**config.mk**
```make
export PLATFORM = sky130hd
export DESIGN_NAME = alc_level_comparator
export DESIGN_NICKNAME = d
export VERILOG_FILES = /design/src/design/alc_pkg.sv /design/src/design/alc_level_comparator.sv /design/src/design/alc_clamp.sv
export VERILOG_INCLUDE_DIRS = /design/src /design/src/design
export SDC_FILE = /design/constraint.sdc
export NUM_CORES = 1
export LEC_CHECK = 0
export ABC_AREA = 0
export BUFFER_PORTS_ARGS = -buffer_cell sky130_fd_sc_hd__buf_2
export CAP_MARGIN = 20
export CELL_PAD_IN_SITES_DETAIL_PLACEMENT = 2
export CELL_PAD_IN_SITES_GLOBAL_PLACEMENT = 2
export CORE_AREA = 10 10 359 361
export CTS_BUF_LIST = sky130_fd_sc_hd__clkbuf_16
export CTS_CLUSTER_SIZE = 14
export DETAILED_ROUTE_END_ITERATION = 8
export DIE_AREA = 0 0 369 371
export PLACE_DENSITY_LB_ADDON = 0.1
export SLEW_MARGIN = 20
export SYNTH_ARGS = -nofsm -noshare
export SYNTH_HDL_FRONTEND = slang
export SYNTH_SLANG_ARGS = --single-unit
export TNS_END_PERCENT = 5
```
**constraint.sdc**
```tcl
create_clock -name mclk -period 9.85 [get_ports mclk]
set_input_delay 2.955 -clock mclk [delete_from_list [all_inputs] [get_ports mclk]]
set_output_delay 2.955 -clock mclk [all_outputs]
set_load 0.01 [all_outputs]
```
**src/design/alc_map.svh**
```systemverilog
// Register map, field positions, reset values and source limits of the
// level comparator. Definitions only; included by the comparator.
`ifndef ALC_MAP_SVH
`define ALC_MAP_SVH

// ***************************************************
// Register offsets (byte addresses)
// ***************************************************
`define ALC_OFF_CTRL 8'h00
`define ALC_OFF_HI 8'h04
`define ALC_OFF_LO 8'h08
`define ALC_OFF_STAT 8'h0c
`define ALC_OFF_IRQS 8'h10
`define ALC_OFF_IRQM 8'h14
`define ALC_OFF_ROUTE 8'h18
`define ALC_OFF_MAXSPD 8'h1c
`define ALC_OFF_MAXTRQ 8'h20
`define ALC_OFF_MOTPN 8'h24
`define ALC_OFF_MOTIN 8'h28
`define ALC_OFF_PRCMIN 8'h2c
`define ALC_OFF_PRCMAX 8'h30
`define ALC_OFF_SELVAL 8'h34

// ***************************************************
// Control fields
// ***************************************************
`define ALC_CTRL_TYPE 5
`define ALC_CTRL_POL 6
`define ALC_CTRL_CLR 7
`define ALC_SEL_LAST 5'h1a

// ***************************************************
// Reset values
// ***************************************************
`define ALC_RST_SEL 5'h01
`define ALC_RST_HI 32'sh0000012c
`define ALC_RST_LO 32'sh000000c8
`define ALC_RST_MAXSPD 32'sh000005dc
`define ALC_RST_MAXTRQ 32'sh00000064
`define ALC_RST_MOTPN 32'sh0000000f
`define ALC_RST_MOTIN 32'sh0000001e
`define ALC_RST_PRCMIN 32'sh00000000
`define ALC_RST_PRCMAX 32'sh00000064

// ***************************************************
// Fixed source limits
// ***************************************************
`define ALC_LIM_VOLT 32'sh000003e8
`define ALC_LIM_FREQ 32'sh00000190
`define ALC_LIM_DCV 32'sh000004e2
`define ALC_LIM_STG 32'sh00000064
`define ALC_LIM_PRB_MIN 32'shffffff9c
`define ALC_LIM_PRB_MAX 32'sh0000012c
`define ALC_LIM_ENERGY 32'sh000f4240
`define ALC_LIM_TIME 32'sh0000ffff
`define ALC_LIM_PCT 32'sh00000064

`endif

```
**src/design/alc_pkg.sv**
```systemverilog
// Types shared by the level comparator files.
// Assumes scaled signed integers for every measured quantity.
package alc_pkg;
  typedef logic signed [31:0] alc_val_t;
  typedef alc_val_t [26:0] alc_src_t;
  typedef logic [4:0] alc_sel_t;
  typedef enum logic
  {
    ALC_HYST = 1'b0,
    ALC_WIN = 1'b1
  } alc_type_e;
  typedef enum logic
  {
    ALC_UNIPOLAR = 1'b0,
    ALC_BIPOLAR = 1'b1
  } alc_pol_e;
endpackage : alc_pkg

```
**src/design/alc_level_comparator.sv**
```systemverilog
// Level comparator for one selectable measured quantity, with registers,
// routing outputs and an interrupt. Assumes synchronous inputs on mclk
// and a one-cycle sampleEn strobe from the system sample timer.
`timescale 1ns/10ps
`include "alc_map.svh"
module alc_level_comparator
(
  input wire logic mclk,
  input wire logic rst_n,
  input wire logic sampleEn,
  input wire alc_pkg::alc_src_t srcVals,
  input wire logic [7:0] regAddr,
  input wire logic [31:0] regWdata,
  input wire logic regWr,
  input wire logic regRd,
  output logic [31:0] regRdata,
  output logic compOut,
  output logic [7:0] vlinkOut,
  output logic [1:0] digOut,
  output logic [2:0] relayOut,
  output logic irq
);
  import alc_pkg::*;

  // ***************************************************
  // Registers
  // ***************************************************
  alc_sel_t selFf;
  alc_type_e typeFf;
  alc_pol_e polFf;
  alc_val_t hiFf;
  alc_val_t loFf;
  alc_val_t maxSpdFf;
  alc_val_t maxTrqFf;
  alc_val_t motPnFf;
  alc_val_t motInFf;
  alc_val_t prcMinFf;
  alc_val_t prcMaxFf;
  logic [12:0] routeFf;
  logic [1:0] irqStatFf;
  logic [1:0] irqMaskFf;
  logic outFf;
  logic [31:0] rdFf;

  logic wrCtrl;
  logic clrReq;
  logic selValid;
  alc_val_t rawSel;
  alc_val_t selVal;
  alc_val_t uniMin;
  alc_val_t uniMax;
  alc_val_t minLim;
  alc_val_t maxLim;
  alc_val_t hiEff;
  alc_val_t loEff;
  logic hiClip;
  logic loClip;
  logic latchMode;
  logic inWin;
  logic nxt_out;
  logic [1:0] events;
  logic [1:0] nxt_irqStat;
  logic [31:0] nxt_rd;

  assign wrCtrl = regWr && (regAddr == `ALC_OFF_CTRL);
  assign clrReq = wrCtrl && regWdata[`ALC_CTRL_CLR];

  // ***************************************************
  // Configuration registers
  // ***************************************************
  // Selector, type and polarity codes
  always_ff @(posedge mclk or negedge rst_n)
  begin
    if (!rst_n)
    begin
      selFf <= `ALC_RST_SEL;
      typeFf <= ALC_HYST;
      polFf <= ALC_UNIPOLAR;
    end
    else if (wrCtrl)
    begin
      selFf <= regWdata[4:0];
      typeFf <= alc_type_e'(regWdata[`ALC_CTRL_TYPE]);
      polFf <= alc_pol_e'(regWdata[`ALC_CTRL_POL]);
    end
  end

  always_ff @(posedge mclk or negedge rst_n)
  begin
    if (!rst_n)
    begin
      hiFf <= `ALC_RST_HI;
      loFf <= `ALC_RST_LO;
    end
    else if (regWr)
    begin
      if (regAddr == `ALC_OFF_HI)
        hiFf <= regWdata;
      if (regAddr == `ALC_OFF_LO)
        loFf <= regWdata;
    end
  end

  // Motor ratings and process span scale the variable limits
  always_ff @(posedge mclk or negedge rst_n)
  begin
    if (!rst_n)
    begin
      maxSpdFf <= `ALC_RST_MAXSPD;
      maxTrqFf <= `ALC_RST_MAXTRQ;
      motPnFf <= `ALC_RST_MOTPN;
      motInFf <= `ALC_RST_MOTIN;
      prcMinFf <= `ALC_RST_PRCMIN;
      prcMaxFf <= `ALC_RST_PRCMAX;
    end
    else if (regWr)
    begin
      case (regAddr)
        `ALC_OFF_MAXSPD: maxSpdFf <= regWdata;
        `ALC_OFF_MAXTRQ: maxTrqFf <= regWdata;
        `ALC_OFF_MOTPN: motPnFf <= regWdata;
        `ALC_OFF_MOTIN: motInFf <= regWdata;
        `ALC_OFF_PRCMIN: prcMinFf <= regWdata;
        `ALC_OFF_PRCMAX: prcMaxFf <= regWdata;
        default: ;
      endcase
    end
  end

  always_ff @(posedge mclk or negedge rst_n)
  begin
    if (!rst_n)
    begin
      routeFf <= 13'h0;
      irqMaskFf <= 2'h0;
    end
    else if (regWr)
    begin
      if (regAddr == `ALC_OFF_ROUTE)
        routeFf <= regWdata[12:0];
      if (regAddr == `ALC_OFF_IRQM)
        irqMaskFf <= regWdata[1:0];
    end
  end

  // ***************************************************
  // Source selection and polarity
  // ***************************************************
  // Codes above 26 select nothing
  assign selValid = (selFf <= `ALC_SEL_LAST);
  assign rawSel = selValid ? srcVals[selFf] : 32'sh00000000;

  always_comb
  begin
    selVal = rawSel;
    if (polFf == ALC_UNIPOLAR && rawSel < 32'sh00000000)
      selVal = 32'sh00000000 - rawSel;
  end

  // ***************************************************
  // Threshold limits
  // ***************************************************
  // Per-source limit table
  always_comb
  begin
    uniMin = 32'sh00000000;
    uniMax = 32'sh00000000;
    case (selFf)
      5'h00, 5'h14, 5'h15:
      begin
        uniMin = prcMinFf;
        uniMax = prcMaxFf;
      end
      5'h01: uniMax = maxSpdFf;
      5'h02: uniMax = maxTrqFf;
      5'h03, 5'h04: uniMax = alc_val_t'({motPnFf[29:0], 2'b00});
      5'h05: uniMax = alc_val_t'({motInFf[29:0], 2'b00});
      5'h06: uniMax = `ALC_LIM_VOLT;
      5'h07: uniMax = `ALC_LIM_FREQ;
      5'h08: uniMax = `ALC_LIM_DCV;
      5'h09: uniMax = `ALC_LIM_STG;
      5'h0a, 5'h0b, 5'h0c, 5'h16, 5'h17, 5'h18:
      begin
        uniMin = `ALC_LIM_PRB_MIN;
        uniMax = `ALC_LIM_PRB_MAX;
      end
      5'h0d: uniMax = `ALC_LIM_ENERGY;
      5'h0e, 5'h0f: uniMax = `ALC_LIM_TIME;
      5'h10, 5'h11, 5'h12, 5'h13, 5'h19, 5'h1a: uniMax = `ALC_LIM_PCT;
      default: uniMax = 32'sh00000000;
    endcase
  end

  assign minLim = (polFf == ALC_BIPOLAR) ? 32'sh00000000 - uniMax : uniMin;
  assign maxLim = uniMax;

  // Thresholds clamped to the live range
  // Clamped on use so a later source change never leaves stale limits
  alc_clamp u_clampHi
  (
    .rawVal(hiFf),
    .minVal(minLim),
    .maxVal(maxLim),
    .limVal(hiEff),
    .clipped(hiClip)
  );

  alc_clamp u_clampLo
  (
    .rawVal(loFf),
    .minVal(minLim),
    .maxVal(maxLim),
    .limVal(loEff),
    .clipped(loClip)
  );

  // ***************************************************
  // Comparator
  // ***************************************************
  assign latchMode = (typeFf == ALC_HYST) && (loEff > hiEff);
  assign inWin = (selVal >= loEff) && (selVal <= hiEff);

  always_comb
  begin
    nxt_out = outFf;
    if (typeFf == ALC_WIN)
      nxt_out = inWin;
    else if (selVal >= hiEff)
      nxt_out = 1'b1;
    else if (latchMode)
      nxt_out = outFf;
    else if (selVal < loEff)
      nxt_out = 1'b0;
  end

  // Update on sample strobe, clear forces low
  always_ff @(posedge mclk or negedge rst_n)
  begin
    if (!rst_n)
      outFf <= 1'b0;
    else if (clrReq)
      outFf <= 1'b0;
    else if (sampleEn && selValid)
      outFf <= nxt_out;
  end

  // ***************************************************
  // Routing outputs
  // ***************************************************
  // Output steered to enabled consumers
  always_ff @(posedge mclk or negedge rst_n)
  begin
    if (!rst_n)
    begin
      compOut <= 1'b0;
      vlinkOut <= 8'h00;
      digOut <= 2'h0;
      relayOut <= 3'h0;
    end
    else
    begin
      compOut <= outFf;
      vlinkOut <= routeFf[7:0] & {8{outFf}};
      digOut <= routeFf[9:8] & {2{outFf}};
      relayOut <= routeFf[12:10] & {3{outFf}};
    end
  end

  // ***************************************************
  // Interrupts
  // ***************************************************
  // Rising and falling output edges; a new edge beats the W1C clear
  assign events = {~outFf & ~clrReq & sampleEn & selValid & nxt_out,
                   outFf & (clrReq | (sampleEn & selValid & ~nxt_out))};
  always_comb
  begin
    nxt_irqStat = irqStatFf;
    if (regWr && regAddr == `ALC_OFF_IRQS)
      nxt_irqStat = irqStatFf & ~regWdata[1:0];
    nxt_irqStat = nxt_irqStat | {events[0], events[1]};
  end

  always_ff @(posedge mclk or negedge rst_n)
  begin
    if (!rst_n)
    begin
      irqStatFf <= 2'h0;
      irq <= 1'b0;
    end
    else
    begin
      irqStatFf <= nxt_irqStat;
      irq <= |(nxt_irqStat & irqMaskFf);
    end
  end

  // ***************************************************
  // Read port
  // ***************************************************
  always_comb
  begin
    nxt_rd = 32'h00000000;
    case (regAddr)
      `ALC_OFF_CTRL: nxt_rd = {25'h0, polFf, typeFf, selFf};
      `ALC_OFF_HI: nxt_rd = hiFf;
      `ALC_OFF_LO: nxt_rd = loFf;
      `ALC_OFF_STAT:
        nxt_rd = {27'h0, ~selValid, loClip, hiClip, latchMode, outFf};
      `ALC_OFF_IRQS: nxt_rd = {30'h0, irqStatFf};
      `ALC_OFF_IRQM: nxt_rd = {30'h0, irqMaskFf};
      `ALC_OFF_ROUTE: nxt_rd = {19'h0, routeFf};
      `ALC_OFF_MAXSPD: nxt_rd = maxSpdFf;
      `ALC_OFF_MAXTRQ: nxt_rd = maxTrqFf;
      `ALC_OFF_MOTPN: nxt_rd = motPnFf;
      `ALC_OFF_MOTIN: nxt_rd = motInFf;
      `ALC_OFF_PRCMIN: nxt_rd = prcMinFf;
      `ALC_OFF_PRCMAX: nxt_rd = prcMaxFf;
      `ALC_OFF_SELVAL: nxt_rd = selVal;
      default: nxt_rd = 32'h00000000;
    endcase
  end

  // Data only in the cycle after the strobe; zero otherwise
  always_ff @(posedge mclk or negedge rst_n)
  begin
    if (!rst_n)
      rdFf <= 32'h00000000;
    else if (regRd)
      rdFf <= nxt_rd;
    else
      rdFf <= 32'h00000000;
  end
  assign regRdata = rdFf;

  logic evalHyst;
  assign evalHyst = sampleEn && selValid && !clrReq && typeFf == ALC_HYST;
endmodule : alc_level_comparator

```
**src/design/alc_clamp.sv**
```systemverilog
// Limits a threshold to the range of the selected source.
// Assumes minVal is not above maxVal.
`timescale 1ns/10ps
module alc_clamp
(
  input wire alc_pkg::alc_val_t rawVal,
  input wire alc_pkg::alc_val_t minVal,
  input wire alc_pkg::alc_val_t maxVal,
  output alc_pkg::alc_val_t limVal,
  output logic clipped
);
  import alc_pkg::*;

  always_comb
  begin
    limVal = rawVal;
    clipped = 1'b0;
    if (rawVal < minVal)
    begin
      limVal = minVal;
      clipped = 1'b1;
    end
    else if (rawVal > maxVal)
    begin
      limVal = maxVal;
      clipped = 1'b1;
    end
  end
endmodule : alc_clamp

```
Word level (Yosys, flattened, before mapping). Index checks and enable logic that the tools add are counted.

Register bits after elaboration: 328. Bits of input ports: 909. Output and inout bits: 47. Word-level logic and storage cells: 145.

Add/subtract/negate cells: 2. $lt $le $gt $ge: 12. Equal/unequal tests: 39. Mux-type cells: 24. Bitwise gates (word level): 21. Reduce and logical (&&, ||, !) cells: 26.

Operators with widths (count): $pmux W32 S14 (1); $pmux W32 S12 (1); $mux W32 (9); $bmux W32 S5 (1); $gt A32 B32 Y1 (3); $lt A32 B32 Y1 (3); $ge A32 B32 Y1 (2); $pmux W32 S2 (1); $sub A1 B32 Y32 const A (2); $eq A5 B5 Y1 const B (11); $eq A8 B6 Y1 const B (6); $eq A5 B4 Y1 const B (8); $eq A8 B5 Y1 const B (4); $le A32 B32 Y1 (1); $lt A32 B1 Y1 const B (1); $eq A5 B3 Y1 const B (4); $reduce_and A2 Y1 (10); $eq A8 B4 Y1 const B (2); $eq A5 B2 Y1 const B (2); $mux W1 (10); $and A8 B8 Y8 (1); $eq A8 B3 Y1 const B (1); $logic_not A8 Y1 (1); $and A1 B1 Y1 (7); 17 further kinds (32).

Depth between registers and ports, before layout.
Depth in word-level cells: 19. Mapped depth: 44. Depth with buffers taken out: 38.

By module. Synthesis repeated with hierarchy kept, for this count alone.

Cell total of the unflattened synthesis: 3176. Area total of the unflattened synthesis: 31193.7 um^2.

By module, submodules not included: alc_level_comparator (times used 1, cells an instance 2434, area each 26444.1 um^2, seq. area each 8244.2 um^2); alc_clamp (times used 2, cells an instance 371, area each 2374.8 um^2, seq. area each 0.0 um^2).

Worst setup path after synthesis. No wires, ideal clock.

Path kind: register -> register. Start: reg selFf[3]. End: reg irq. Library setup time: 0.124 ns. Arrival time: 8.800 ns. Required time: 9.726 ns. Path slack: 0.926 ns. Cell stages (with the launch flop): 43. Buffers on the path: 7. Period minus slack after synthesis: 8.924 ns. Cells stage by stage: dfrtp_1 buf_2 buf_2 inv_2 buf_2 buf_2 and3_1 o21ai_1 a21oi_1 a221oi_1 ha_1 nand3_1 or2_1 or4_4 nor2_1 xnor2_1 a22oi_2 inv_1 [7 not listed] clkbuf_1 clkbuf_1 clkbuf_1 a21oi_1 ha_1 a21o_1 a21o_1 a21o_1 a221o_1 a21oi_1 o221ai_1 a21oi_1 mux2i_1 a2111oi_2 o2111ai_1 a31oi_1 nor4_1 a211o_1.

Longest elaborated chain between the ends: 19. Elaborated cells on any way between the ends: 73. Classes of those cells: add/sub (2); order compare (11); eq/ne (26); mux (15); bitwise (9); reduce/logical (10).

RTL lines: start, declared (line alc_level_comparator.sv:28) `alc_sel_t selFf;`; start signal, assigned (line alc_level_comparator.sv:76) `` selFf <= `ALC_RST_SEL; ``; start signal, assigned (line alc_level_comparator.sv:82) `selFf <= regWdata[4:0];`; $eq A5 B5 Y1, or another cell as far along (line alc_level_comparator.sv:168) `case (selFf)`; $reduce_or A7 Y1 (no line), or another cell as far along; $pmux W32 S12 (line alc_level_comparator.sv:168); $sub A1 B32 Y32 (line alc_level_comparator.sv:194) `assign minLim = (polFf == ALC_BIPOLAR) ? 32'sh00000000 - uniMax : uniMin;`; $mux W32 (line alc_level_comparator.sv:194); $lt A32 B32 Y1 (line alc_clamp.sv:18) `if (rawVal < minVal)`; $mux W32 (line alc_clamp.sv:18); $lt A32 B32 Y1 or $gt A32 B32 Y1 (tied branches) (line alc_level_comparator.sv:232, alc_level_comparator.sv:220); [3 not listed]; $mux W1 (line alc_level_comparator.sv:226) `if (typeFf == ALC_WIN)`; $not A1 Y1 (line alc_level_comparator.sv:274) `outFf & (clrReq | (sampleEn & selValid & ~nxt_out))};`; $and A1 B1 Y1 (line alc_level_comparator.sv:274); $or A1 B1 Y1 (line alc_level_comparator.sv:274); $and A1 B1 Y1 (line alc_level_comparator.sv:274); $or A2 B2 Y2 * (line alc_level_comparator.sv:280) `nxt_irqStat = nxt_irqStat | {events[0], events[1]};`; $and A2 B2 Y2 * (line alc_level_comparator.sv:293) `irq <= |(nxt_irqStat & irqMaskFf);`; $reduce_or A2 Y1 * (line alc_level_comparator.sv:293); end signal, assigned (line alc_level_comparator.sv:293); end, declared (line alc_level_comparator.sv:21) `output logic irq`.

Every way passes the cells marked *; elsewhere a longest branch is shown, timed or not. The select of a mux whose other input is x is not followed. A chain may end at the register's enable or synchronous reset.

Final worst setup path.
Start: reg selFf[0]. End: reg irq.

The elaborated chain is that of the path after synthesis.

==> summary.md <==
| Metric | Value |
|---|---|
| Worst EP arrival | `9.86 ns` |
| Flop pwr share | `0.243` |
| Core area | `0.1214 sq mm` |
| Setup violators final | `0` |
| R2r startpoint | `selFf[0]` |
| H-Tree Depth | `2` |
| Crit-path max FO | `16` |
| Yosys warns | `0` |
| Crit path from | `selFf[0]` |
| Register area | `0.008263 sq mm` |
| Share of flip-flops with an asynchronous set or reset | `1.000` |
| Clock power frac | `0.257` |
| Crit path time final | `9.376 ns` |
| Nets | `5,095` |
| Vias in the first global route | `34,179` |
| P per Cell Area | `154.7 mW/mm^2` |
| Initial antenna violation count | `79` |
| Reg clk slew, reported paths | `0.06 ns` |
| Most frequent cells in the layout | `buf_2 (954), mux2_2 (320), dfrtp_1 (295)` |
| Ys flop type | `dfrtp_1` |
| Reg2Reg Depth | `39` |
| Worst R2R End | `irq` |
| Avg Inst Size Synth | `10.41 sq um` |
| Clock Tree Root | `clkbuf_16` |
| Worst Tran Pin Value | `1.232 ns` |
| Worst EP required | `10.34 ns` |
| Mapped Area | `0.03058 sq mm` |
| Hold Startpoint | `motPnFf[31]` |
| Die width | `369 um` |
| Ports | `956` |
| Slowest-stage cell, CP | `dfstp_4` |
| Crit path largest cell delay | `0.70 ns` |
| Kind of end point of the critical path | `flip-flop` |
| Multi-input logic area | `0.02113 sq mm` |
| GRT Total Usage | `0.2960` |
| First-pass GRT wire length | `286,300 um` |
| Failing checks | `design-rule violations` |
| Layout Utilization | `0.3300` |
| MaxCap Viol Count | `0` |
| Crit path kind | `flip-flop to flip-flop` |
| Switching share of power | `0.4031` |
| Initial DRC Count | `2,185` |
| WL final | `212,300 um` |
| Die area | `0.1369 sq mm` |
| Setup crit end | `irq` |
| Hold Buf Count CTS | `0` |
| Unrepaired setup endpoints after global routing | `no` |
| CP most frequent cell | `buf_4` |
| Effective utilization at floorplan | `0.2519` |
| Clk sinks | `328` |
| Post-DP HPWL | `177,900 um` |
| Total congestion overflow | `0` |
| Cells after synthesis | `2,938` |
| Commonest non-fill, non-tap cell in the layout | `buf_2` |
| Internal power | `3.699 mW` |
| CTS tree | `yes` |
| Startpoint types | `flip-flop` |
| DRT Pass-1 Iters | `9` |
| Proportion of layout cells with a drive suffix above 1 | `0.4787` |
| Relative slew slack | `0.1785` |
| Site Rows | `128` |
| IO Port Bufs | `955` |
| Chip Height | `371 um` |
| DRC viols | `4` |
| Gp weighted congestion | `0.9261` |
| Layout Skew | `0.03939 ns` |
| Area grow syn2layout | `31.01%` |
| Vias/cell | `5.543` |
| Peak VDD IR | `0.0001031 V` |
| Detail Route Antenna Nets | `0` |
| Vias | `31,572` |
| TritonCTS buffer count | `42` |
| HP Class | `flip-flop to flip-flop` |
| Syn_nets | `4,069` |
| Setup WS post-layout | `0.4737 ns` |
| F_max | `106.7 MHz` |
| Count of different cell masters after synthesis | `97` |
| Routed wire length per instance | `37.28 um` |
| Crit share post-route | `0.9519` |
| Switching power | `2.498 mW` |
| Slew Limit Fails | `0` |
| EDFF count, synth | `0` |
| Largest net degree at the start of global routing | `110` |
| Seq/Total Area, Yosys | `0.2696` |
| Clock buffer depth | `3` |
| Lkg Pwr | `18.44 nW` |
| Clk_lat worst skew | `0.60 ns` |
| Combinational Power Share | `0.500` |
| Final hold viol count | `0` |
| Outcome | `finished with violations` |
| R2R setup slack | `0.47 ns` |
| Synth Register Bits | `328` |
| Place WS | `-0.3042 ns` |
| Fillers | `13,656` |
| Hold_ws | `0.5173 ns` |
## registers in the layout (all words and copies together), names as in the netlist, 2 cells and up
signal     count
prcMinFf      32
irqMaskFf      2
motPnFf       32
maxTrqFf      32
digOut         2
motInFf       32
hiFf          32
regRdata      32
relayOut       3
loFf          32
prcMaxFf      32
routeFf       13
selFf          5
maxSpdFf      32
irqStatFf      2
vlinkOut       8
## layout make-up
cell class / count / area share
multi-input cells: 2314 / 0.5275
flip-flops and latches: 328 / 0.2063
repair buffers: 1209 / 0.1700
well taps: 1625 / 0.05076
clock buffers: 43 / 0.02686
clock inverters: 31 / 0.007090
inverters: 69 / 0.006622
diodes: 77 / 0.004810
## cell usage after synthesis (all sizes together) (6+ instances only)
| library cell | instances | area (sq um) |
|---|---|---|
| mux2 | 320 | 3603 |
| dfrtp | 299 | 7482 |
| ha | 222 | 2778 |
| nand2 | 222 | 840.8 |
| mux4 | 220 | 4955 |
| a21oi | 191 | 978.4 |
| nor2 | 189 | 711.9 |
| buf | 124 | 738.2 |
| o21ai | 111 | 559.3 |
| clkbuf | 103 | 386.6 |
| a22oi | 83 | 638.1 |
| a221oi | 75 | 675.6 |
| inv | 68 | 255.3 |
| nand3 | 58 | 295.3 |
| a21o | 57 | 427.9 |
| nand4 | 51 | 319.1 |
| mux2i | 44 | 440.4 |
| a211oi | 42 | 325.3 |
| xnor2 | 41 | 359.1 |
| a22o | 34 | 297.8 |
| and2 | 29 | 181.4 |
| dfstp | 29 | 762.0 |
| a31oi | 26 | 162.7 |
| a222oi | 24 | 240.2 |
| and3 | 24 | 150.1 |
| nor3 | 23 | 136.4 |
| xor2 | 20 | 175.2 |
| a221o | 17 | 170.2 |
| nand2b | 15 | 93.84 |
| nor2b | 13 | 88.83 |
| or2 | 13 | 81.32 |
| o21a | 12 | 90.09 |
| o211ai | 11 | 82.58 |
| o311ai | 11 | 96.34 |
| o31ai | 10 | 75.07 |
| nand3b | 9 | 67.56 |
| or3 | 8 | 50.05 |
| nor4 | 7 | 50.05 |
| a2111oi | 6 | 58.80 |
| a211o | 6 | 52.55 |
| and4 | 6 | 55.05 |
| o211a | 6 | 60.06 |
## kinds of logic after synthesis
kind of cell | count (synthesis) | synth area share
AO/OA/AOI/OAI | 760 | 0.1746
XOR/XNOR | 61 | 0.01747
adder cells (fa/ha/maj) | 222 | 0.09084
buffers and inverters | 296 | 0.04526
flip-flops | 328 | 0.2696
multiplexers | 584 | 0.2943
AND/OR/NAND/NOR | 687 | 0.1079
## worst max-delay path: cells and delay by family (launching register included)
kind / cells / cell delay, ns
buffers and inverters: 7 / 1.09
AO/OA/AOI/OAI: 14 / 2.95
XOR/XNOR: 1 / 0.09
multiplexers: 1 / 0.36
AND/OR/NAND/NOR: 14 / 3.57
flip-flops: 1 / 0.70
adder cells (fa/ha/maj): 2 / 0.46
## per-stage QoR
stage                     instances  area (sq um)  total power [mW]  TNS (ns)
final                          5696         40060             6.197         0
after global placement         5542         38360             4.510   -0.5097
after floorplan                2938         30580             3.185         0
after CTS                      5616         39720             6.206         0
after global routing           5682         40020             6.601         0
after detailed placement       5542         38360             4.580   -0.9083
## per-layer routing
metal	part of all wire	GRT usage	wire, um
met3	0.047	0.04731	9911
met4	0.061	0.1611	12870
met2	0.50	0.5163	106100
met1	0.39	0.3453	83280
met5	0.00077	0	164
## power groups by stage
stage          registers, mW  clock network (mW)  logic (mW)
2_1_floorplan           1.48                   0        1.71
6_report                1.50                1.59        3.10
3_3_place_gp            1.52                   0        2.99
4_1_cts                 1.50                1.63        3.07
3_5_place_dp            1.53                   0        3.05
5_1_grt                 1.51                1.68        3.41
## how the worst min path moves through the flow
stage / to / slack (ns) / cells past startpoint
2_1_floorplan: compOut / 0.35 / 0
3_3_place_gp: motPnFf[30] / 0.50 / 1
3_5_place_dp: motPnFf[31] / 0.50 / 1
4_1_cts: motPnFf[31] / 0.52 / 1
5_1_grt: motPnFf[31] / 0.52 / 1
6_report: motPnFf[31] / 0.52 / 1
## repair_timing
item | in CTS | in global routing
gates resized for setup | 0 | 25
setup buffers | 0 | 2
endpoints found under the setup margin | 0 | 4
(Power assumes the default switching activity.)
